## src/tup_cfg.svh

```systemverilog
// Register map, field layout, reset values and field widths of the parameter packer
`ifndef TUP_CFG_SVH
`define TUP_CFG_SVH

// ----------------------------------------------------------------------------
// Register byte offsets (word aligned)
// ----------------------------------------------------------------------------
`define TUP_ADDR_CONFIG 8'h00
`define TUP_ADDR_CMD 8'h04
`define TUP_ADDR_STATUS 8'h08
`define TUP_ADDR_UVSEL 8'h0C
`define TUP_ADDR_UVIDX 8'h10
`define TUP_ADDR_LAG_BASE 8'h20
`define TUP_ADDR_LAG_END 8'h34
`define TUP_ADDR_GAIN_BASE 8'h40
`define TUP_ADDR_GAIN_END 8'h54

// ----------------------------------------------------------------------------
// Field positions
// ----------------------------------------------------------------------------
`define TUP_CMD_START_BIT 0
`define TUP_STATUS_DONE_BIT 1
`define TUP_UVSEL_SIGN_A_BIT 16
`define TUP_UVSEL_SIGN_B_BIT 17

// ----------------------------------------------------------------------------
// Reset values
// ----------------------------------------------------------------------------
`define TUP_CONFIG_RESET 6'h00

// ----------------------------------------------------------------------------
// Frame geometry and variant ranges
// ----------------------------------------------------------------------------
`define TUP_NB_LAST_SF 3'h3
`define TUP_WB_LAST_SF 3'h4
`define TUP_NB_VAR_MIN 3'h5
`define TUP_NB_VAR_MAX 3'h7
`define TUP_WB_VAR_MIN 3'h1
`define TUP_WB_VAR_MAX 3'h5

// ----------------------------------------------------------------------------
// Field widths in bits
// ----------------------------------------------------------------------------
`define TUP_W_LAG_ABS5 4'h5
`define TUP_W_LAG_ABS6 4'h6
`define TUP_W_LAG_ABS8 4'h8
`define TUP_W_LAG_ABS9 4'h9
`define TUP_W_LAG_ABS10 4'hA
`define TUP_W_DELTA_LO 4'h5
`define TUP_W_DELTA_HI 4'h6
`define TUP_W_GAIN_ALG_LO 4'h3
`define TUP_W_GAIN_ALG_HI 4'h6
`define TUP_W_GAIN_VQ 4'h6
`define TUP_W_GAIN_SQ 4'hC
`define TUP_W_UV_INDEX 4'hD
`define TUP_W_PREFIX_SHORT 4'h2
`define TUP_W_PREFIX_LONG 4'h3

// ----------------------------------------------------------------------------
// Wideband variant prefix codes
// ----------------------------------------------------------------------------
`define TUP_PFX_V1 13'h0000
`define TUP_PFX_V2 13'h0001
`define TUP_PFX_V3 13'h0002
`define TUP_PFX_V4 13'h0006
`define TUP_PFX_V5 13'h0007

// ----------------------------------------------------------------------------
// Unvoiced Gaussian table
// ----------------------------------------------------------------------------
`define TUP_UV_MULT 12'h006
`define TUP_UV_SHIFT 8'h02
`define TUP_UV_TABLE_LEN 8'hBE

`endif

```

## src/tup_pkg.sv

```systemverilog
// Types shared by the parameter packer
package tup_pkg;

    typedef enum logic [1:0] {
        TUP_MODE_NB,
        TUP_MODE_WB,
        TUP_MODE_UV,
        TUP_MODE_RSV
    } tup_mode_t;

    typedef enum logic [1:0] {
        TUP_LAG_NONE,
        TUP_LAG_ABS,
        TUP_LAG_DELTA
    } tup_lag_t;

    typedef enum logic [1:0] {
        TUP_GAIN_ALG,
        TUP_GAIN_VQ,
        TUP_GAIN_SQ
    } tup_gain_t;

    typedef enum logic [1:0] {
        TUP_EXC_ZERO,
        TUP_EXC_GLOTTAL,
        TUP_EXC_ADAPTIVE
    } tup_exc_t;

    typedef enum logic [2:0] {
        TUP_ST_IDLE,
        TUP_ST_PREFIX,
        TUP_ST_LAG,
        TUP_ST_GAIN,
        TUP_ST_UVIDX,
        TUP_ST_FIN
    } tup_fsm_t;

    typedef struct packed {
        tup_lag_t lag_kind;
        logic [3:0] lag_w;
        tup_gain_t gain_kind;
        logic [3:0] gain_w;
        tup_exc_t exc;
    } tup_desc_t;

    typedef struct packed {
        logic ack;
        logic [31:0] rdata;
        tup_mode_t mode;
        logic [2:0] variant;
        logic rate64;
        logic [4:0][9:0] lag;
        logic [4:0][11:0] gain;
        logic [5:0] uv_a;
        logic [5:0] uv_b;
        logic uv_sa;
        logic uv_sb;
        tup_fsm_t fsm;
        logic [2:0] sf;
        logic done;
        logic err;
        logic [7:0] fcount;
        logic [12:0] uv_index;
        logic [7:0] uv_addr1;
        logic [7:0] uv_addr2;
        logic uv_neg1;
        logic uv_neg2;
        logic fvalid;
        logic [12:0] fdata;
        logic [3:0] fwidth;
        logic flast;
        logic [2:0] fsf;
        tup_exc_t fexc;
    } tup_state_t;

endpackage

```

## src/tup_param_packer.sv

```systemverilog
// Transition and unvoiced parameter packer with Avalon-MM register slave
// ----------------------------------------------------------------------------
// Summary of operation
// - NB variant 5: lag only in subframes 3 and 4, 9-bit absolute then delta.
// - NB variant 5: subframe 1 carries algebraic fields only, 3-bit gain.
// - NB variant 6: subframes 1 and 2 algebraic only, each with 3-bit gain.
// - NB variant 6: fourth subframe lag still sent as 9-bit absolute code.
// - NB variant 6: third subframe lag sent as 5-bit absolute code.
// - NB variant 7: lag only in subframe 4, 9-bit absolute; others algebraic.
// - NB variant 7: 3-bit gain in subframes 1-3, joint scalar gain in 4.
// - WB variant 1: lag 1 in 6 bits, lag 2 as 8-bit absolute.
// - WB variant 1: lag 3 10-bit absolute, lags 4 and 5 6-bit delta.
// - WB variant 1: full gains everywhere, 6-bit vector or 12-bit scalar by rate.
// - WB variant 2: 6-bit lag 2, 10-bit lag 3, 6-bit deltas 4 and 5.
// - WB variant 2: subframe 1 algebraic gain 3 or 6 bits; others full.
// - WB variant 3: subframes 1-2 algebraic; lag 3 absolute, 4-5 delta.
// - WB variant 4: subframes 1-3 algebraic; lag 4 absolute, lag 5 delta.
// - WB variant 5: only lag 5, 10-bit absolute, with scalar joint gain.
// - WB variant 5: algebraic gain of subframes 1-4 is 3 or 6 bits.
// - Unvoiced excitation from two signed entries of a shift-by-two table.
// - Unvoiced index is 13 bits: two 6-bit indices and one sign.
// - Index equals first sign plus twice first index times six plus second.
// - Equal signs put smaller index first, otherwise the larger first.
// - Each field tags its first-stage excitation source for memory update.
// - Wideband variant sent as prefix code 00, 01, 10, 110, 111.
// ----------------------------------------------------------------------------
//
// Local design decisions: the placing of the registers and the Avalon-MM slave port.
`timescale 1ns/1ps
`include "tup_cfg.svh"

module tup_param_packer (
    input wire logic i_core_clk,
    input wire logic i_reset_n,
    input wire logic [7:0] i_avs_address,
    input wire logic i_avs_read,
    input wire logic i_avs_write,
    input wire logic [31:0] i_avs_writedata,
    input wire logic [3:0] i_avs_byteenable,
    output logic [31:0] o_avs_readdata,
    output logic o_avs_waitrequest,
    input wire logic i_field_ready,
    output logic o_field_valid,
    output logic [12:0] o_field_data,
    output logic [3:0] o_field_width,
    output logic o_field_last,
    output logic [2:0] o_field_subframe,
    output logic [1:0] o_field_exc,
    output logic o_busy,
    output logic [7:0] o_uv_first_addr,
    output logic [7:0] o_uv_second_addr,
    output logic o_uv_first_neg,
    output logic o_uv_second_neg
);

    tup_pkg::tup_state_t st;
    tup_pkg::tup_state_t next_st;
    tup_pkg::tup_desc_t desc;
    logic wb;
    logic [2:0] last_sf;
    logic cfg_ok;
    logic [5:0] p1;
    logic [5:0] p2;
    logic sig1;
    logic sig2;
    logic [11:0] pair_sum;
    logic [12:0] uv_idx;
    logic emit;
    logic [12:0] e_data;
    logic [3:0] e_w;
    logic e_last;
    logic slot_free;
    logic take_wr;
    logic idle;
    logic [2:0] lag_i;
    logic [2:0] gain_i;
    logic [31:0] cfg_img;

    // ------------------------------------------------------------------------
    // Per-subframe field layout
    // ------------------------------------------------------------------------
    function automatic tup_pkg::tup_desc_t sf_desc(input logic is_wb, input logic [2:0] v,
                                                    input logic r64, input logic [2:0] sf);
        tup_pkg::tup_desc_t d;
        logic [2:0] gs;
        logic [2:0] lst;
        d = '0;
        gs = is_wb ? v - 3'h1 : v - 3'h4;
        lst = is_wb ? `TUP_WB_LAST_SF : `TUP_NB_LAST_SF;
        if (sf < gs) begin
            // Zero first stage: only the algebraic gain is coded
            d.gain_kind = tup_pkg::TUP_GAIN_ALG;
            d.exc = tup_pkg::TUP_EXC_ZERO;
            d.gain_w = (is_wb && r64) ? `TUP_W_GAIN_ALG_HI : `TUP_W_GAIN_ALG_LO;
        end else begin
            d.exc = (sf == gs) ? tup_pkg::TUP_EXC_GLOTTAL : tup_pkg::TUP_EXC_ADAPTIVE;
            if (r64 || (sf == gs && gs == lst)) begin
                d.gain_kind = tup_pkg::TUP_GAIN_SQ;
                d.gain_w = `TUP_W_GAIN_SQ;
            end else begin
                d.gain_kind = tup_pkg::TUP_GAIN_VQ;
                d.gain_w = `TUP_W_GAIN_VQ;
            end
        end
        if (is_wb) begin
            if (sf < gs) begin
                d.lag_kind = tup_pkg::TUP_LAG_NONE;
            end else if (sf > gs && sf >= 3'h3) begin
                d.lag_kind = tup_pkg::TUP_LAG_DELTA;
                d.lag_w = `TUP_W_DELTA_HI;
            end else if (sf >= 3'h2) begin
                d.lag_kind = tup_pkg::TUP_LAG_ABS;
                d.lag_w = `TUP_W_LAG_ABS10;
            end else if (sf == 3'h1 && gs == 3'h0) begin
                d.lag_kind = tup_pkg::TUP_LAG_ABS;
                d.lag_w = `TUP_W_LAG_ABS8;
            end else begin
                d.lag_kind = tup_pkg::TUP_LAG_ABS;
                d.lag_w = `TUP_W_LAG_ABS6;
            end
        end else begin
            case (v)
                3'h5: begin
                    if (sf == 3'h2) begin
                        d.lag_kind = tup_pkg::TUP_LAG_ABS;
                        d.lag_w = `TUP_W_LAG_ABS9;
                    end else if (sf == 3'h3) begin
                        d.lag_kind = tup_pkg::TUP_LAG_DELTA;
                        d.lag_w = r64 ? `TUP_W_DELTA_HI : `TUP_W_DELTA_LO;
                    end
                end
                3'h6: begin
                    if (sf == 3'h2) begin
                        d.lag_kind = tup_pkg::TUP_LAG_ABS;
                        d.lag_w = `TUP_W_LAG_ABS5;
                    end else if (sf == 3'h3) begin
                        d.lag_kind = tup_pkg::TUP_LAG_ABS;
                        d.lag_w = `TUP_W_LAG_ABS9;
                    end
                end
                default: begin
                    if (sf == 3'h3) begin
                        d.lag_kind = tup_pkg::TUP_LAG_ABS;
                        d.lag_w = `TUP_W_LAG_ABS9;
                    end
                end
            endcase
        end
        return d;
    endfunction

    function automatic logic [31:0] merge(input logic [31:0] old, input logic [31:0] wd,
                                          input logic [3:0] be);
        logic [31:0] r;
        r = old;
        for (int i = 0; i < 4; i++) begin
            if (be[i]) begin
                r[i*8 +: 8] = wd[i*8 +: 8];
            end
        end
        return r;
    endfunction

    // ------------------------------------------------------------------------
    // Configuration decode and unvoiced index
    // ------------------------------------------------------------------------
    assign wb = (st.mode == tup_pkg::TUP_MODE_WB);
    assign last_sf = wb ? `TUP_WB_LAST_SF : `TUP_NB_LAST_SF;
    assign desc = sf_desc(wb, st.variant, st.rate64, st.sf);
    assign idle = (st.fsm == tup_pkg::TUP_ST_IDLE);
    assign cfg_img = {26'h0, st.rate64, st.variant, st.mode};

    always_comb begin
        case (st.mode)
            tup_pkg::TUP_MODE_NB:
                cfg_ok = st.variant >= `TUP_NB_VAR_MIN && st.variant <= `TUP_NB_VAR_MAX;
            tup_pkg::TUP_MODE_WB:
                cfg_ok = st.variant >= `TUP_WB_VAR_MIN && st.variant <= `TUP_WB_VAR_MAX;
            tup_pkg::TUP_MODE_UV:
                cfg_ok = 1'b1;
            default:
                cfg_ok = 1'b0;
        endcase
    end

    // Sign order carries the second sign, so only one sign bit is sent
    always_comb begin
        if (st.uv_sa == st.uv_sb) begin
            p1 = (st.uv_a > st.uv_b) ? st.uv_b : st.uv_a;
            p2 = (st.uv_a > st.uv_b) ? st.uv_a : st.uv_b;
            sig1 = st.uv_sa;
            sig2 = st.uv_sa;
        end else begin
            p1 = (st.uv_a > st.uv_b) ? st.uv_a : st.uv_b;
            p2 = (st.uv_a > st.uv_b) ? st.uv_b : st.uv_a;
            sig1 = (st.uv_a > st.uv_b) ? st.uv_sa : st.uv_sb;
            sig2 = ~sig1;
        end
        pair_sum = 12'(12'(p1) * `TUP_UV_MULT + 12'(p2));
        uv_idx = {pair_sum, sig1};
    end

    // ------------------------------------------------------------------------
    // Bus slave, packing sequencer and field stream
    // ------------------------------------------------------------------------
    assign slot_free = !st.fvalid || i_field_ready;
    assign take_wr = i_avs_write && st.ack;
    assign lag_i = 3'((i_avs_address - `TUP_ADDR_LAG_BASE) >> 2);
    assign gain_i = 3'((i_avs_address - `TUP_ADDR_GAIN_BASE) >> 2);

    always_comb begin
        next_st = st;
        emit = 1'b0;
        e_data = 13'h0000;
        e_w = 4'h0;
        e_last = 1'b0;

        // One wait state on every access keeps decode off the answer path
        next_st.ack = (i_avs_read || i_avs_write) && !st.ack;
        if (i_avs_read && !st.ack) begin
            if (i_avs_address == `TUP_ADDR_CONFIG) begin
                next_st.rdata = cfg_img;
            end else if (i_avs_address == `TUP_ADDR_STATUS) begin
                next_st.rdata = {16'h0000, st.fcount, 5'h00, st.err, st.done, !idle};
            end else if (i_avs_address == `TUP_ADDR_UVSEL) begin
                next_st.rdata = {14'h0000, st.uv_sb, st.uv_sa, 2'h0, st.uv_b, 2'h0, st.uv_a};
            end else if (i_avs_address == `TUP_ADDR_UVIDX) begin
                next_st.rdata = {st.uv_addr2, st.uv_addr1, 3'h0, st.uv_index};
            end else if (i_avs_address >= `TUP_ADDR_LAG_BASE &&
                         i_avs_address < `TUP_ADDR_LAG_END && i_avs_address[1:0] == 2'h0) begin
                next_st.rdata = {22'h000000, st.lag[lag_i]};
            end else if (i_avs_address >= `TUP_ADDR_GAIN_BASE &&
                         i_avs_address < `TUP_ADDR_GAIN_END && i_avs_address[1:0] == 2'h0) begin
                next_st.rdata = {20'h00000, st.gain[gain_i]};
            end else begin
                next_st.rdata = 32'h00000000;
            end
        end

        // Parameter writes are refused while a frame is being packed
        if (take_wr) begin
            if (i_avs_address == `TUP_ADDR_CONFIG && idle) begin
                {next_st.rate64, next_st.variant, next_st.mode} =
                    6'(merge(cfg_img, i_avs_writedata, i_avs_byteenable));
            end else if (i_avs_address == `TUP_ADDR_STATUS) begin
                if (i_avs_byteenable[0] && i_avs_writedata[`TUP_STATUS_DONE_BIT]) begin
                    next_st.done = 1'b0;
                end
            end else if (i_avs_address == `TUP_ADDR_UVSEL && idle) begin
                if (i_avs_byteenable[0]) begin
                    next_st.uv_a = i_avs_writedata[5:0];
                end
                if (i_avs_byteenable[1]) begin
                    next_st.uv_b = i_avs_writedata[13:8];
                end
                if (i_avs_byteenable[2]) begin
                    next_st.uv_sa = i_avs_writedata[`TUP_UVSEL_SIGN_A_BIT];
                    next_st.uv_sb = i_avs_writedata[`TUP_UVSEL_SIGN_B_BIT];
                end
            end else if (i_avs_address >= `TUP_ADDR_LAG_BASE && idle &&
                         i_avs_address < `TUP_ADDR_LAG_END && i_avs_address[1:0] == 2'h0) begin
                next_st.lag[lag_i] =
                    10'(merge({22'h0, st.lag[lag_i]}, i_avs_writedata, i_avs_byteenable));
            end else if (i_avs_address >= `TUP_ADDR_GAIN_BASE && idle &&
                         i_avs_address < `TUP_ADDR_GAIN_END && i_avs_address[1:0] == 2'h0) begin
                next_st.gain[gain_i] =
                    12'(merge({20'h0, st.gain[gain_i]}, i_avs_writedata, i_avs_byteenable));
            end else if (i_avs_address == `TUP_ADDR_CMD && idle && i_avs_byteenable[0] &&
                         i_avs_writedata[`TUP_CMD_START_BIT]) begin
                next_st.sf = 3'h0;
                next_st.fcount = 8'h00;
                next_st.err = !cfg_ok;
                next_st.done = !cfg_ok;
                next_st.uv_index = uv_idx;
                next_st.uv_addr1 = 8'(8'(p1) * `TUP_UV_SHIFT);
                next_st.uv_addr2 = 8'(8'(p2) * `TUP_UV_SHIFT);
                next_st.uv_neg1 = sig1;
                next_st.uv_neg2 = sig2;
                if (!cfg_ok) begin
                    next_st.fsm = tup_pkg::TUP_ST_IDLE;
                end else if (st.mode == tup_pkg::TUP_MODE_WB) begin
                    next_st.fsm = tup_pkg::TUP_ST_PREFIX;
                end else if (st.mode == tup_pkg::TUP_MODE_UV) begin
                    next_st.fsm = tup_pkg::TUP_ST_UVIDX;
                end else begin
                    next_st.fsm = tup_pkg::TUP_ST_LAG;
                end
            end
        end

        if (st.fvalid && i_field_ready) begin
            next_st.fvalid = 1'b0;
        end

        case (st.fsm)
            tup_pkg::TUP_ST_PREFIX: begin
                if (slot_free) begin
                    emit = 1'b1;
                    next_st.fsm = tup_pkg::TUP_ST_LAG;
                    case (st.variant)
                        3'h1: e_data = `TUP_PFX_V1;
                        3'h2: e_data = `TUP_PFX_V2;
                        3'h3: e_data = `TUP_PFX_V3;
                        3'h4: e_data = `TUP_PFX_V4;
                        default: e_data = `TUP_PFX_V5;
                    endcase
                    e_w = (st.variant >= 3'h4) ? `TUP_W_PREFIX_LONG : `TUP_W_PREFIX_SHORT;
                end
            end
            tup_pkg::TUP_ST_LAG: begin
                if (desc.lag_kind == tup_pkg::TUP_LAG_NONE) begin
                    next_st.fsm = tup_pkg::TUP_ST_GAIN;
                end else if (slot_free) begin
                    emit = 1'b1;
                    e_data = {3'h0, st.lag[st.sf]};
                    e_w = desc.lag_w;
                    next_st.fsm = tup_pkg::TUP_ST_GAIN;
                end
            end
            tup_pkg::TUP_ST_GAIN: begin
                if (slot_free) begin
                    emit = 1'b1;
                    e_data = {1'b0, st.gain[st.sf]};
                    e_w = desc.gain_w;
                    e_last = (st.sf == last_sf);
                    next_st.sf = 3'(st.sf + 3'h1);
                    next_st.fsm = e_last ? tup_pkg::TUP_ST_FIN : tup_pkg::TUP_ST_LAG;
                end
            end
            tup_pkg::TUP_ST_UVIDX: begin
                if (slot_free) begin
                    emit = 1'b1;
                    e_data = st.uv_index;
                    e_w = `TUP_W_UV_INDEX;
                    e_last = 1'b1;
                    next_st.fsm = tup_pkg::TUP_ST_FIN;
                end
            end
            tup_pkg::TUP_ST_FIN: begin
                // Done is set after the last field leaves; it wins over a clear
                if (slot_free) begin
                    next_st.done = 1'b1;
                    next_st.fsm = tup_pkg::TUP_ST_IDLE;
                end
            end
            default: begin
            end
        endcase

        if (emit) begin
            next_st.fvalid = 1'b1;
            // Values wider than the field are cut to its width
            next_st.fdata = e_data & ~(13'h1FFF << e_w);
            next_st.fwidth = e_w;
            next_st.flast = e_last;
            next_st.fsf = (st.fsm == tup_pkg::TUP_ST_PREFIX) ? 3'h0 : st.sf;
            next_st.fexc = (st.fsm == tup_pkg::TUP_ST_GAIN || st.fsm == tup_pkg::TUP_ST_LAG) ?
                           desc.exc : tup_pkg::TUP_EXC_ZERO;
            next_st.fcount = 8'(st.fcount + 8'h01);
        end
    end

    always_ff @(posedge i_core_clk) begin
        if (!i_reset_n) begin
            st <= '0;
            {st.rate64, st.variant, st.mode} <= `TUP_CONFIG_RESET;
        end else begin
            st <= next_st;
        end
    end

    assign o_avs_readdata = st.rdata;
    assign o_avs_waitrequest = (i_avs_read || i_avs_write) && !st.ack;
    assign o_field_valid = st.fvalid;
    assign o_field_data = st.fdata;
    assign o_field_width = st.fwidth;
    assign o_field_last = st.flast;
    assign o_field_subframe = st.fsf;
    assign o_field_exc = st.fexc;
    assign o_busy = !idle;
    assign o_uv_first_addr = st.uv_addr1;
    assign o_uv_second_addr = st.uv_addr2;
    assign o_uv_first_neg = st.uv_neg1;
    assign o_uv_second_neg = st.uv_neg2;

endmodule

```

## config.mk

```make
export PLATFORM = sky130hd
export DESIGN_NAME = tup_param_packer
export DESIGN_NICKNAME = d
export VERILOG_FILES = /design/src/tup_pkg.sv /design/src/tup_param_packer.sv
export VERILOG_INCLUDE_DIRS = /design/src /design/src/src
export SDC_FILE = /design/constraint.sdc
export NUM_CORES = 1
export LEC_CHECK = 0
export BUFFER_PORTS_ARGS = -buffer_cell sky130_fd_sc_hd__buf_4
export CORE_AREA = 8 8 235 237
export CTS_CLUSTER_DIAMETER = 150
export DETAILED_ROUTE_END_ITERATION = 12
export DIE_AREA = 0 0 243 245
export GPL_TIMING_DRIVEN = 0
export PLACE_DENSITY = 0.37
export SKIP_CTS_REPAIR_TIMING = 1
export SYNTH_ARGS = -nofsm -noshare
export SYNTH_HDL_FRONTEND = slang
export SYNTH_SLANG_ARGS = --single-unit
```

## constraint.sdc

```tcl
create_clock -name i_core_clk -period 6.1 [get_ports i_core_clk]
set_input_delay 0.61 -clock i_core_clk [delete_from_list [all_inputs] [get_ports i_core_clk]]
set_output_delay 0.61 -clock i_core_clk [all_outputs]
set_load 0.02 [all_outputs]
```

Yosys cells after proc, flatten, opt, wreduce, memory -nomap -nowiden
Cells that the tools add are included.
{"block": "word_totals", "register_bits": 230, "inputBits": 49, "out_inout_bits": 76, "word_cells": 274}
{"block": "classes", "add_sub_neg": 7, "mul": 1, "order_cmp": 19, "n_eq_ne": 29, "n_shift": 1, "n_mux": 120, "bitwise": 8, "n_reduce_logical": 54}
{"cell": "$mux 47", "count": 6}
{"cell": "$mux 31", "count": 4}
{"cell": "$mux 8", "count": 14}
{"cell": "$bmux 12 s3", "count": 2}
{"cell": "$mux 12", "count": 6}
{"cell": "$mux 6", "count": 12}
{"cell": "$bmux 10 s3", "count": 2}
{"cell": "$bwmux 60", "count": 1}
{"cell": "$mux 4", "count": 14}
{"cell": "$pmux 13 s4", "count": 1}
{"cell": "$bwmux 50", "count": 1}
{"cell": "$mux 10", "count": 5}
{"cell": "$mux 3", "count": 14}
{"cell": "$mux 40", "count": 1}
{"cell": "$demux 12 s3", "count": 1}
{"cell": "$demux 10 s3", "count": 1}
{"cell": "$logic_and 1x1->1", "count": 28}
{"cell": "$mux 13", "count": 2}
{"cell": "$mux 24", "count": 1}
{"cell": "$mux 2", "count": 11}
{"cell": "$reduce_and 5->1", "count": 4}
{"cell": "$eq 3x2->1 const B", "count": 6}
{"cell": "$eq 8x4->1 const B", "count": 2}
{"cell": "$pmux 4 s4", "count": 1}
{"cell": "49 further kinds", "count": 99}

Longest topological paths before layout
Gate-level depths: netlist (run 1).
{"block": "depth", "word_depth": 16, "mapped_depth": 22, "mapped_depth_nobuf": 20}

Least setup slack after synthesis (run 1)
No wires, ideal clock.
{"block": "synth_path", "kind": "register to register", "start": "register st[78] in the netlist's numbering", "end": "register st[50] in the netlist's numbering", "setup_time_ns": 0.130, "arrival_time_ns": 4.430, "t_required_ns": 5.970, "slack_ns": 1.540, "path_stages_with_launch": 23, "path_buffers": 2, "period_less_slack_ns": 4.560, "cell_sequence": "dfxtp_1 inv_1 ha_1 nand4_1 or2_1 a41o_1 or3_1 clkbuf_1 buf_4 mux2i_1 inv_1 ha_1 inv_1 fa_1 inv_1 ha_1 a21o_1 a21oi_1 o21bai_1 nor2b_1 and4b_1 a2111oi_1 nand2_1"}
{"block": "synth_between", "elab_chain_cells": 5, "word_cells_on_any_way": 7, "cone_classes": "add/sub: 1; mul: 1; order compare: 1; mux: 4"}
{"item": "start: declaration", "line": "tup_param_packer.sv:56", "text": "tup_pkg::tup_state_t st;"}
{"item": "start signal: assignment", "line": "tup_param_packer.sv:368", "text": "st <= next_st;"}
{"item": "$gt 6x6->1 *", "line": "tup_param_packer.sv:189, tup_param_packer.sv:194"}
{"item": "$mux 6, on equally long branches", "line": "tup_param_packer.sv:194, tup_param_packer.sv:189"}
{"item": "$mux 6 *", "line": "tup_param_packer.sv:188", "text": "if (st.uv_sa == st.uv_sb) begin"}
{"item": "named net p1[1]", "line": "tup_param_packer.sv:62", "text": "logic [5:0] p1;"}
{"item": "$mul 6x2->8 (no line) *"}
{"item": "$add 9x6->10 *", "line": "tup_param_packer.sv:199", "text": "pair_sum = 12'(12'(p1) * `TUP_UV_MULT + 12'(p2));"}
The timed path passes the listed nets; every way through them passes the cells marked *.
A chain may end at the register's enable or synchronous reset.

Worst setup path in the final report (run 1)
Same ends and word-level chain as after synthesis.

==> metrics.yaml, run 1 <==
grt_overflow: 0
root_buffer: "clkbuf_16"
start_util_pct: 24.7
top_usage_layer: "met2"
period_needed_ns: 5.37
reg2reg_to: "st[50]"
cp_slowest_stage_delay_ns: 0.54
first_pass_iters: 5
min_path_cells: 3
yosys.area.top_type: "dfxtp_1"
start_kind: "flip-flop"
clkSlewWorstSetupHoldPaths_ns: 0.06
final_cell_mix: "247 x nor2_1, 222 x dfxtp_1, 169 x buf_4"
syn_avg_cell_area_sq_um: 8.32
p_leak_nw: 6.06
dp_hpwl_microns: 43700
fp.dieW_microns: 243
viasPerCell: 5.07
core-area_sq_mm: 0.0517
path_cells: "inv_1 -> ha_1 -> nand4_1 -> or2_1 -> a41o_1 -> or3_1 -> clkbuf_1 -> buf_4 -> mux2i_1 -> inv_1 -> ha_1 -> inv_1 -> fa_1 -> inv_1 -> ha_1 -> a21o_1 -> a21oi_1 -> o21bai_1 -> nor2b_1 -> and4b_1 -> a2111oi_1 -> nand2_1"
grt_setup_unrepaired: "false"
hp-start: "i_avs_writedata[13]"
maxSlewHeadroom_pct: 13.2
grt_pass1_vias: 11800
grt_antenna_before_repair: 1
wl_microns: 58100
fmax_mhz: 186
drtIter0Drc: 1003
die_h_microns: 245
slowest_stage: "dfxtp_1"
routabilityCongestion: 0.880
synth_top_cells_by_area: "dfxtp_1 35%, mux2i_1 9.3%, nor2_1 7.3%"
layout_commonest_cell: "nor2_1"
cp_top_family: "simple AND/OR/NAND/NOR gates"
synthCells: 1535
crit_top_cell: "inv_1"
antennaDiodeCount: 0
grt_max_degree: 16
tightestPinTransition_ns: 1.29
num_rows: 84
critPathBufInv: 6
wl_per_cell_microns: 24.4
yosys_warnings: 0
dieArea_sq_mm: 0.0595
h-tree-depth: 1
whs_ns: 0.276
setup_viol: 0
drc_errors: 0
clock_path_buffers: 3
drive_gt1_share_pct: 17.9
ys_seq_elements: 222
drv_slew: 0
critical_path.max_fanout: 10
ys_seq_area_share_pct: 34.8
use_met1_pct: 26.7
r2r_slack_ns: 0.73
syn2layout_area_growth_pct: 20.0
skew_ns: 0.0190
cts.sinks: 222
vias: 12000
port_buffers: 95
synth_edf_count: 0
maxCapViolCount: 0
totalNegativeSetupSlack_ns: 0
cts_tree: "built"
worst-setup-path-type: "flip-flop to flip-flop"
power_density_mw_per_mm2: 238
hold_class: "input port to flip-flop"
status: "finished, final reports clean"
reg2reg_depth: 22
use_met3_pct: 2.24
ios: 125
use_met2_pct: 30.1
postSynth.asyncResetShare_pct: 0
synth.distinct_cells: 84
nets: 1754
post-route-util_pct: 29.6
finalHoldViolCount: 0
ys.flop_type: "dfxtp_1"
regToRegStartpoint: "st[78]"
irDropWorstVdd_uv: 216
synth_top_area_share_pct: 34.8
drt.antenna.violating_nets: 0
synth_area_sq_mm: 0.0128
critPathCaptureType: "flip-flop"
grt_pass1_wl_microns: 84000
arrival_ns: 5.83
clkLatencyLatePin_ns: 0.58
hold_end: "st[78]"
grt.total_usage_pct: 18.7
cp.required_ns: 6.56
cts_made_buffers: 29
min_period_over_period_pct: 88.1
[worst max-delay path by stage]
| stage | depth (start not counted) | end | start |
|---|---|---|---|
| after floorplan | 22 | st[50] | st[78] |
| after global placement | 22 | st[50] | st[78] |
| after detailed placement | 22 | st[50] | st[78] |
| after CTS | 22 | st[50] | st[78] |
| after global routing | 22 | st[50] | st[76] |
| final | 22 | st[50] | st[78] |
[stage by stage]
stage | area, sq um | power (mW) | setup slack (ns) | cells
floorplan | 12800 | 1.75 | 1.54 | 1542
global placement | 14400 | 1.94 | 0.683 | 2325
detailed placement | 14400 | 1.94 | 0.750 | 2325
CTS | 15300 | 3.69 | 0.675 | 2377
global route | 15300 | 3.78 | 0.232 | 2377
finish | 15300 | 3.64 | 0.729 | 2377
[state kept, by name (all words and copies together) (netlist names)]
register	flops
o_uv_second_addr	6
st	151
o_field_last	1
o_field_subframe	3
o_field_data	12
o_uv_first_addr	6
o_uv_second_neg	1
o_field_width	4
o_field_valid	1
o_field_exc	2
cfg_img	6
o_avs_readdata	29
[Yosys cell counts (3+ instances only)]
cell type  instances
nor2_1           247
dfxtp_1          222
a21oi_1          168
mux2i_1          119
nand2_1          105
buf_4             74
clkbuf_1          73
nand3_1           57
o21ai_0           48
inv_1             39
ha_1              35
mux4_2            26
buf_2             25
o22ai_1           21
a211oi_1          19
nor3_1            19
a22o_1            14
a31oi_1           14
a221oi_1          12
a22oi_1           12
and2_1            11
and3_1             9
nor2b_1            9
xnor2_1            9
a21o_1             8
mux2_2             8
nand2b_1           8
nor4_1             7
or2_2              7
or3_1              7
a221o_1            6
o21bai_1           6
a222oi_1           5
nand3b_1           4
o221ai_1           4
a311oi_1           3
a32oi_1            3
nand4_1            3
nor2_2             3
o211a_1            3
o31ai_1            3
[layout make-up]
cell class / instances / area, sq um
plain buffers: 176 / 985
clock buffers: 44 / 872
clock inverters: 8 / 83.8
fillers: 5643 / 36400
inverters: 40 / 150
multi-input cells: 1104 / 7210
flip-flops and latches: 222 / 4440
well taps: 688 / 861
repair buffers: 95 / 713
[layer usage]
layer,wire length [microns],up-vias
met3,2850,64
met1,27900,5950
met5,0,-
met2,26200,365
li1,-,5661
met4,1120,0
[where the power goes]
| group | leakage (nW) | internal, mW | switching (mW) |
|---|---|---|---|
| Clock | 0.477 | 1.02 | 0.710 |
| Sequential | 1.79 | 1.47 | 0.0163 |
| Combinational | 3.79 | 0.125 | 0.295 |
| Total | 6.06 | 2.62 | 1.02 |
[cells by family after synthesis]
| logic type | share of synthesized area (%) |
|---|---|
| buf+inv | 8.89 |
| other cells | 0.0294 |
| simple gates | 18.5 |
| flops | 34.8 |
| fa+ha+maj | 3.74 |
| mux | 14.6 |
| xor+xnor | 0.686 |
| compound gates | 18.7 |
[worst reg2reg max path, delay by kind of cell, from the launching register on]
family,cells,cell delay (ns)
compound gates,5,1.12
fa+ha+maj,4,1.23
buf+inv,6,0.75
flops,1,0.54
mux,1,0.35
simple gates,6,1.27
(Power assumes the default switching activity.)
==> run 2: changes to the inputs <==
- CORE_AREA: 8 8 235 237 -> 8 8 212 264
- DIE_AREA: 0 0 243 245 -> 0 0 220 272
==> run 2 against run 1 <==
  * Combinational power increased by 5.2%
  * Clock-buffer cell count down 5
  * Largest cell class unchanged
  * Critical path depth unchanged
  * First-iteration DRC count is 11% lower
  * Global-route usage is 1.1 points higher
  * Worst setup slack lost 0.20 ns
  * Die area rose by 0.51%
  * Hold slack better by 0.021 ns
==> metrics.yaml, run 2 (synthesis results as in run 1) <==
fp.dieW_microns: 220  # -9.5%
grt_setup_unrepaired: "false"
drc_errors: 0  # unchanged
regToRegStartpoint: "st[78]"
wl_per_cell_microns: 25.7  # +5.2%
dieArea_sq_mm: 0.0598  # +0.51%
cts.sinks: 222  # unchanged
totalNegativeSetupSlack_ns: 0  # unchanged
whs_ns: 0.297  # +0.0209 ns
grt.total_usage_pct: 19.8  # +1.1 points
p_leak_nw: 6.05  # -0.10%
crit_start: "st[78]"
ios: 125  # unchanged
syn2layout_area_growth_pct: 19.9
clkLatencyLatePin_ns: 0.57  # about the same
maxCapViolCount: 0  # unchanged
grt_pass1_wl_microns: 87000  # +3.5%
drv_slew: 0  # unchanged
start_kind: "flip-flop"
cts_tree: "built"
min_period_over_period_pct: 91.4  # +3.3 points
reg2reg_depth: 22  # unchanged
start_util_pct: 24.6  # -0.13 points
root_buffer: "clkbuf_16"
hold_class: "input port to flip-flop"
reg2reg_to: "st[50]"
grt_overflow: 0  # unchanged
worst-setup-path-type: "flip-flop to flip-flop"
wl_microns: 60600  # +4.4%
setup_viol: 0  # unchanged
die_h_microns: 272  # +11%
first_pass_iters: 5  # unchanged
grt_pass1_vias: 12100  # +2.3%
final_cells: 2359  # -0.76%
critPathCaptureType: "flip-flop"
place_ws_ns: 0.507  # -0.243 ns
nets: 1752  # -0.11%
core-area_sq_mm: 0.0520  # +0.53%
p_total_mw: 3.70  # +1.6%
critical_path.max_fanout: 10  # unchanged
largest_register_ffs: 151  # unchanged
dp_cells: 2309  # -0.69%
grt_antenna_before_repair: 1  # unchanged
setup_ws_ns: 0.526  # -0.203 ns
viasPerCell: 5.15  # +1.7%
clkSlewWorstSetupHoldPaths_ns: 0.06  # about the same
final_cell_mix: "247 x nor2_1, 222 x dfxtp_1, 169 x buf_4"
cp.required_ns: 6.53  # -0.03 ns
num_rows: 94  # +12%
antennaDiodeCount: 0  # unchanged
status: "finished, final reports clean"
vias: 12200  # +0.94%
cts_made_buffers: 27  # -6.9%
finalHoldViolCount: 0  # unchanged
port_buffers: 95  # unchanged
arrival_ns: 6.00  # +0.17 ns
period_needed_ns: 5.57  # +0.203 ns
skew_ns: 0.0110  # -0.00800 ns
crit_path_end: "st[50]"
drt.antenna.violating_nets: 0  # unchanged
power_density_mw_per_mm2: 242  # +1.7%
top_register: "st"
layout_commonest_cell: "nor2_1"
tightestPinTransition_ns: 1.34  # +0.0518 ns
routabilityCongestion: 0.879  # -0.11%
clock_path_buffers: 3  # unchanged
drtIter0Drc: 890  # -11%
fmax_mhz: 179  # -3.6%
h-tree-depth: 1  # unchanged
grt_max_degree: 14  # -2
r2r_slack_ns: 0.53  # -0.20 ns
maxSlewHeadroom_pct: 9.72  # -3.5 points
dp_hpwl_microns: 46300  # +5.8%
drive_gt1_share_pct: 17.9  # +0.021 points
irDropWorstVdd_uv: 177  # -18%
==> run 2: changes by cell type in the layout (fill, tap and decap cells not counted) <==
cell,delta
clkbuf_8,-2
clkinvlp_4,+1
inv_16,-1
clkinv_4,-1
clkbuf_1,-1
inv_6,+1
mux2i_2,+1
mux2i_1,-1
bufinv_16,+3
clkbuf_16,-2
==> run 2: worst max-delay path, stage by stage, from the launching register on <==
cell and delay [ns]:
dfxtp_1 0.52, inv_1 0.08, ha_1 0.30, nand4_1 0.16, or2_1 0.29, a41o_1 0.25, or3_1 0.31, clkbuf_1 0.17
buf_4 0.22, mux2i_2 0.34, inv_1 0.11, ha_1 0.25, inv_1 0.08, fa_1 0.40, inv_1 0.07, ha_1 0.27
a21o_1 0.20, a21oi_1 0.26, o21bai_1 0.14, nor2b_1 0.19, and4b_1 0.25, a2111oi_1 0.47, nand2_1 0.11
==> run 2: how the worst min path moves through the flow <==
stage,from,endpoint,cells past startpoint
global route,i_avs_writedata[12],st[77],3
floorplan,o_avs_readdata[15],o_avs_readdata[15],2
global placement,o_avs_readdata[21],o_avs_readdata[21],2
finish,i_avs_writedata[13],st[78],3
CTS,i_avs_writedata[13],st[78],3
detailed placement,o_avs_readdata[22],o_avs_readdata[22],2
==> run 2: cell type report <==
type / instances / area, sq um
Timing Repair Buffer: 95 / 713
Fill cell: 5639 / 36700
Multi-Input combinational cell: 1104 / 7220
Clock inverter: 11 / 161
Inverter: 40 / 150
Buffer: 176 / 985
Sequential cell: 222 / 4440
Tap cell: 672 / 841
Clock buffer: 39 / 791
==> run 2: layer usage <==
metal | part of all wire [%] | global-route usage (%) | vias up
li1 | - | - | 5662
met1 | 40 | 23.7 | 6008
met2 | 50 | 35.1 | 377
met3 | 5.0 | 2.43 | 106
met4 | 4.5 | 8.24 | 0
met5 | 0 | 0 | -
==> run 2: power breakdown <==
part | leakage (nW) | internal (mW) | switching [mW] | total, mW
Combinational | 3.79 | 0.125 | 0.316 | 0.442
Clock | 0.470 | 1.07 | 0.705 | 1.77
Sequential | 1.79 | 1.47 | 0.0176 | 1.49
Total | 6.05 | 2.66 | 1.04 | 3.70
==> run 2: stage by stage <==
| step | utilization (%) | cell area (sq um) |
|---|---|---|
| after floorplan | - | 12800 |
| after global placement | 27.6 | 14300 |
| after detailed placement | 27.6 | 14300 |
| after CTS | 29.4 | 15300 |
| after global routing | 29.4 | 15300 |
| final | 29.4 | 15300 |
==> run 3: changes to the inputs <==
- CORE_AREA: 8 8 212 264 -> 8 8 140 175
- DIE_AREA: 0 0 220 272 -> 0 0 148 183
- PLACE_DENSITY: 0.37 -> 0.77
==> run 3 against run 2 <==
  * Routed wire length down 18%
  * Non-clock buffer count unchanged
  * Largest cell class unchanged
  * Design area down 4.0%
  * Critical path depth unchanged
  * Die area down 55%
  * Flip-flop and latch count unchanged
  * Sequential share of layout area up 1.2 points
  * Critical path type unchanged
  * Combinational power down 5.2%
  * Cell count down 17%
==> metrics.yaml, run 3 (synthesis results as in run 1) <==
clkSlewWorstSetupHoldPaths_ns: 0.06  # about the same
drv_slew: 0  # unchanged
dp_hpwl_microns: 37500  # -19%
clock_path_buffers: 3  # unchanged
p_leak_nw: 5.99  # -1.0%
antennaDiodeCount: 0  # unchanged
vias: 12700  # +4.1%
regToRegStartpoint: "st[78]"
start_util_pct: 58.5  # +34 points
irDropWorstVdd_uv: 245  # +38%
drc_errors: 0  # unchanged
min_period_over_period_pct: 91.0  # -0.36 points
syn2layout_area_growth_pct: 15.1
maxCapViolCount: 0  # unchanged
cts_made_buffers: 24  # -11%
dieArea_sq_mm: 0.0271  # -55%
r2r_slack_ns: 0.55  # +0.02 ns
grt.total_usage_pct: 35.5  # +16 points
final_cell_area_sq_mm: 0.0147  # -4.0%
reg2reg_to: "st[50]"
maxSlewHeadroom_pct: 4.01  # -5.7 points
worst-setup-path-type: "flip-flop to flip-flop"
power_density_mw_per_mm2: 236  # -2.6%
grt_max_degree: 15  # +1
hold_class: "input port to flip-flop"
hp-start: "i_avs_writedata[16]"
port_buffers: 95  # unchanged
cts_tree: "built"
grt_pass1_wl_microns: 73600  # -15%
largest_register_ffs: 151  # unchanged
fp.dieW_microns: 148  # -33%
cts.sinks: 222  # unchanged
finalHoldViolCount: 0  # unchanged
top_register: "st"
nets: 1749  # -0.17%
start_kind: "flip-flop"
ios: 125  # unchanged
fmax_mhz: 180  # +0.39%
setup_viol: 0  # unchanged
num_rows: 61  # -35%
skew_ns: 0.0125  # +0.00145 ns
wl_microns: 49500  # -18%
h-tree-depth: 1  # unchanged
routabilityCongestion: 1.04  # +18%
drive_gt1_share_pct: 17.7  # -0.21 points
core-area_sq_mm: 0.0218  # -58%
grt_antenna_before_repair: 0  # -1
min_path_cells: 3  # unchanged
cp.required_ns: 6.49  # -0.04 ns
grt_overflow: 0  # unchanged
root_buffer: "clkbuf_16"
drt.antenna.violating_nets: 0  # unchanged
grt_pass1_vias: 12200  # +0.95%
die_h_microns: 183  # -33%
wl_per_cell_microns: 25.3  # -1.7%
critPathCaptureType: "flip-flop"
hold_end: "st[72]"
final_cell_mix: "247 x nor2_1, 222 x dfxtp_1, 169 x buf_4"
viasPerCell: 6.45  # +25%
first_pass_iters: 6  # +1
place_area_sq_mm: 0.0139  # -3.4%
clkLatencyLatePin_ns: 0.54  # -0.03 ns
arrival_ns: 5.95  # -0.05 ns
period_needed_ns: 5.55  # -0.0217 ns
drtIter0Drc: 1337  # +50%
status: "finished, final reports clean"
totalNegativeSetupSlack_ns: 0  # unchanged
layout_commonest_cell: "nor2_1"
tightestPinTransition_ns: 1.43  # +0.0850 ns
critical_path.max_fanout: 10  # unchanged
grt_setup_unrepaired: "false"
reg2reg_depth: 22  # unchanged
[run 3: worst max-delay path by stage]
stage	cells past startpoint	start	slack, ns	endpoint
3_3_place_gp	22	st[78]	0.71	st[50]
3_5_place_dp	22	st[78]	0.64	st[50]
6_report	22	st[78]	0.55	st[50]
4_1_cts	22	st[78]	0.56	st[50]
2_1_floorplan	22	st[78]	1.54	st[50]
5_1_grt	22	st[76]	0.19	st[50]
[run 3: critical path, stage by stage (launching register included)]
cell,delay [ns]
dfxtp_1,0.51
inv_1,0.08
ha_1,0.29
nand4_1,0.15
or2_1,0.30
a41o_1,0.25
or3_1,0.30
clkbuf_1,0.17
buf_4,0.22
mux2i_1,0.33
inv_1,0.12
ha_1,0.26
inv_1,0.08
fa_1,0.41
inv_1,0.07
ha_1,0.26
a21o_1,0.20
a21oi_1,0.24
o21bai_1,0.14
nor2b_1,0.19
and4b_1,0.24
a2111oi_1,0.49
nand2_1,0.11
[run 3: metal layers]
metal / track usage [%] / up-vias / wire length (microns)
met1: 39.6 / 5974 / 17700
met5: 0 / - / 0
li1: - / 5658 / -
met4: 28.8 / 0 / 4450
met3: 6.51 / 254 / 4600
met2: 58.4 / 766 / 22800
[run 3: final cells by class]
class	count	area, sq um
Fill cell	1921	7140
Tap cell	283	354
Timing Repair Buffer	95	713
Sequential cell	222	4440
Inverter	40	150
Multi-Input combinational cell	1104	7210
Clock buffer	28	646
Clock inverter	14	186
Buffer	176	985
[run 3: power breakdown]
group          leakage [nW]  internal, mW  switching [mW]
registers              1.79          1.47          0.0156
logic                  3.79         0.125           0.294
clock network         0.410         0.926           0.631
total                  5.99          2.52           0.941
[run 3: stage by stage]
step	util [%]	instances	hold slack, ns	total power, mW	setup slack, ns
floorplan	-	1542	0.432	1.75	1.54
global placement	63.5	1920	0.439	1.92	0.711
detailed placement	63.5	1920	0.446	1.92	0.635
CTS	67.3	1962	0.331	3.44	0.560
global route	67.3	1962	0.354	3.53	0.192
finish	67.3	1962	0.340	3.46	0.547
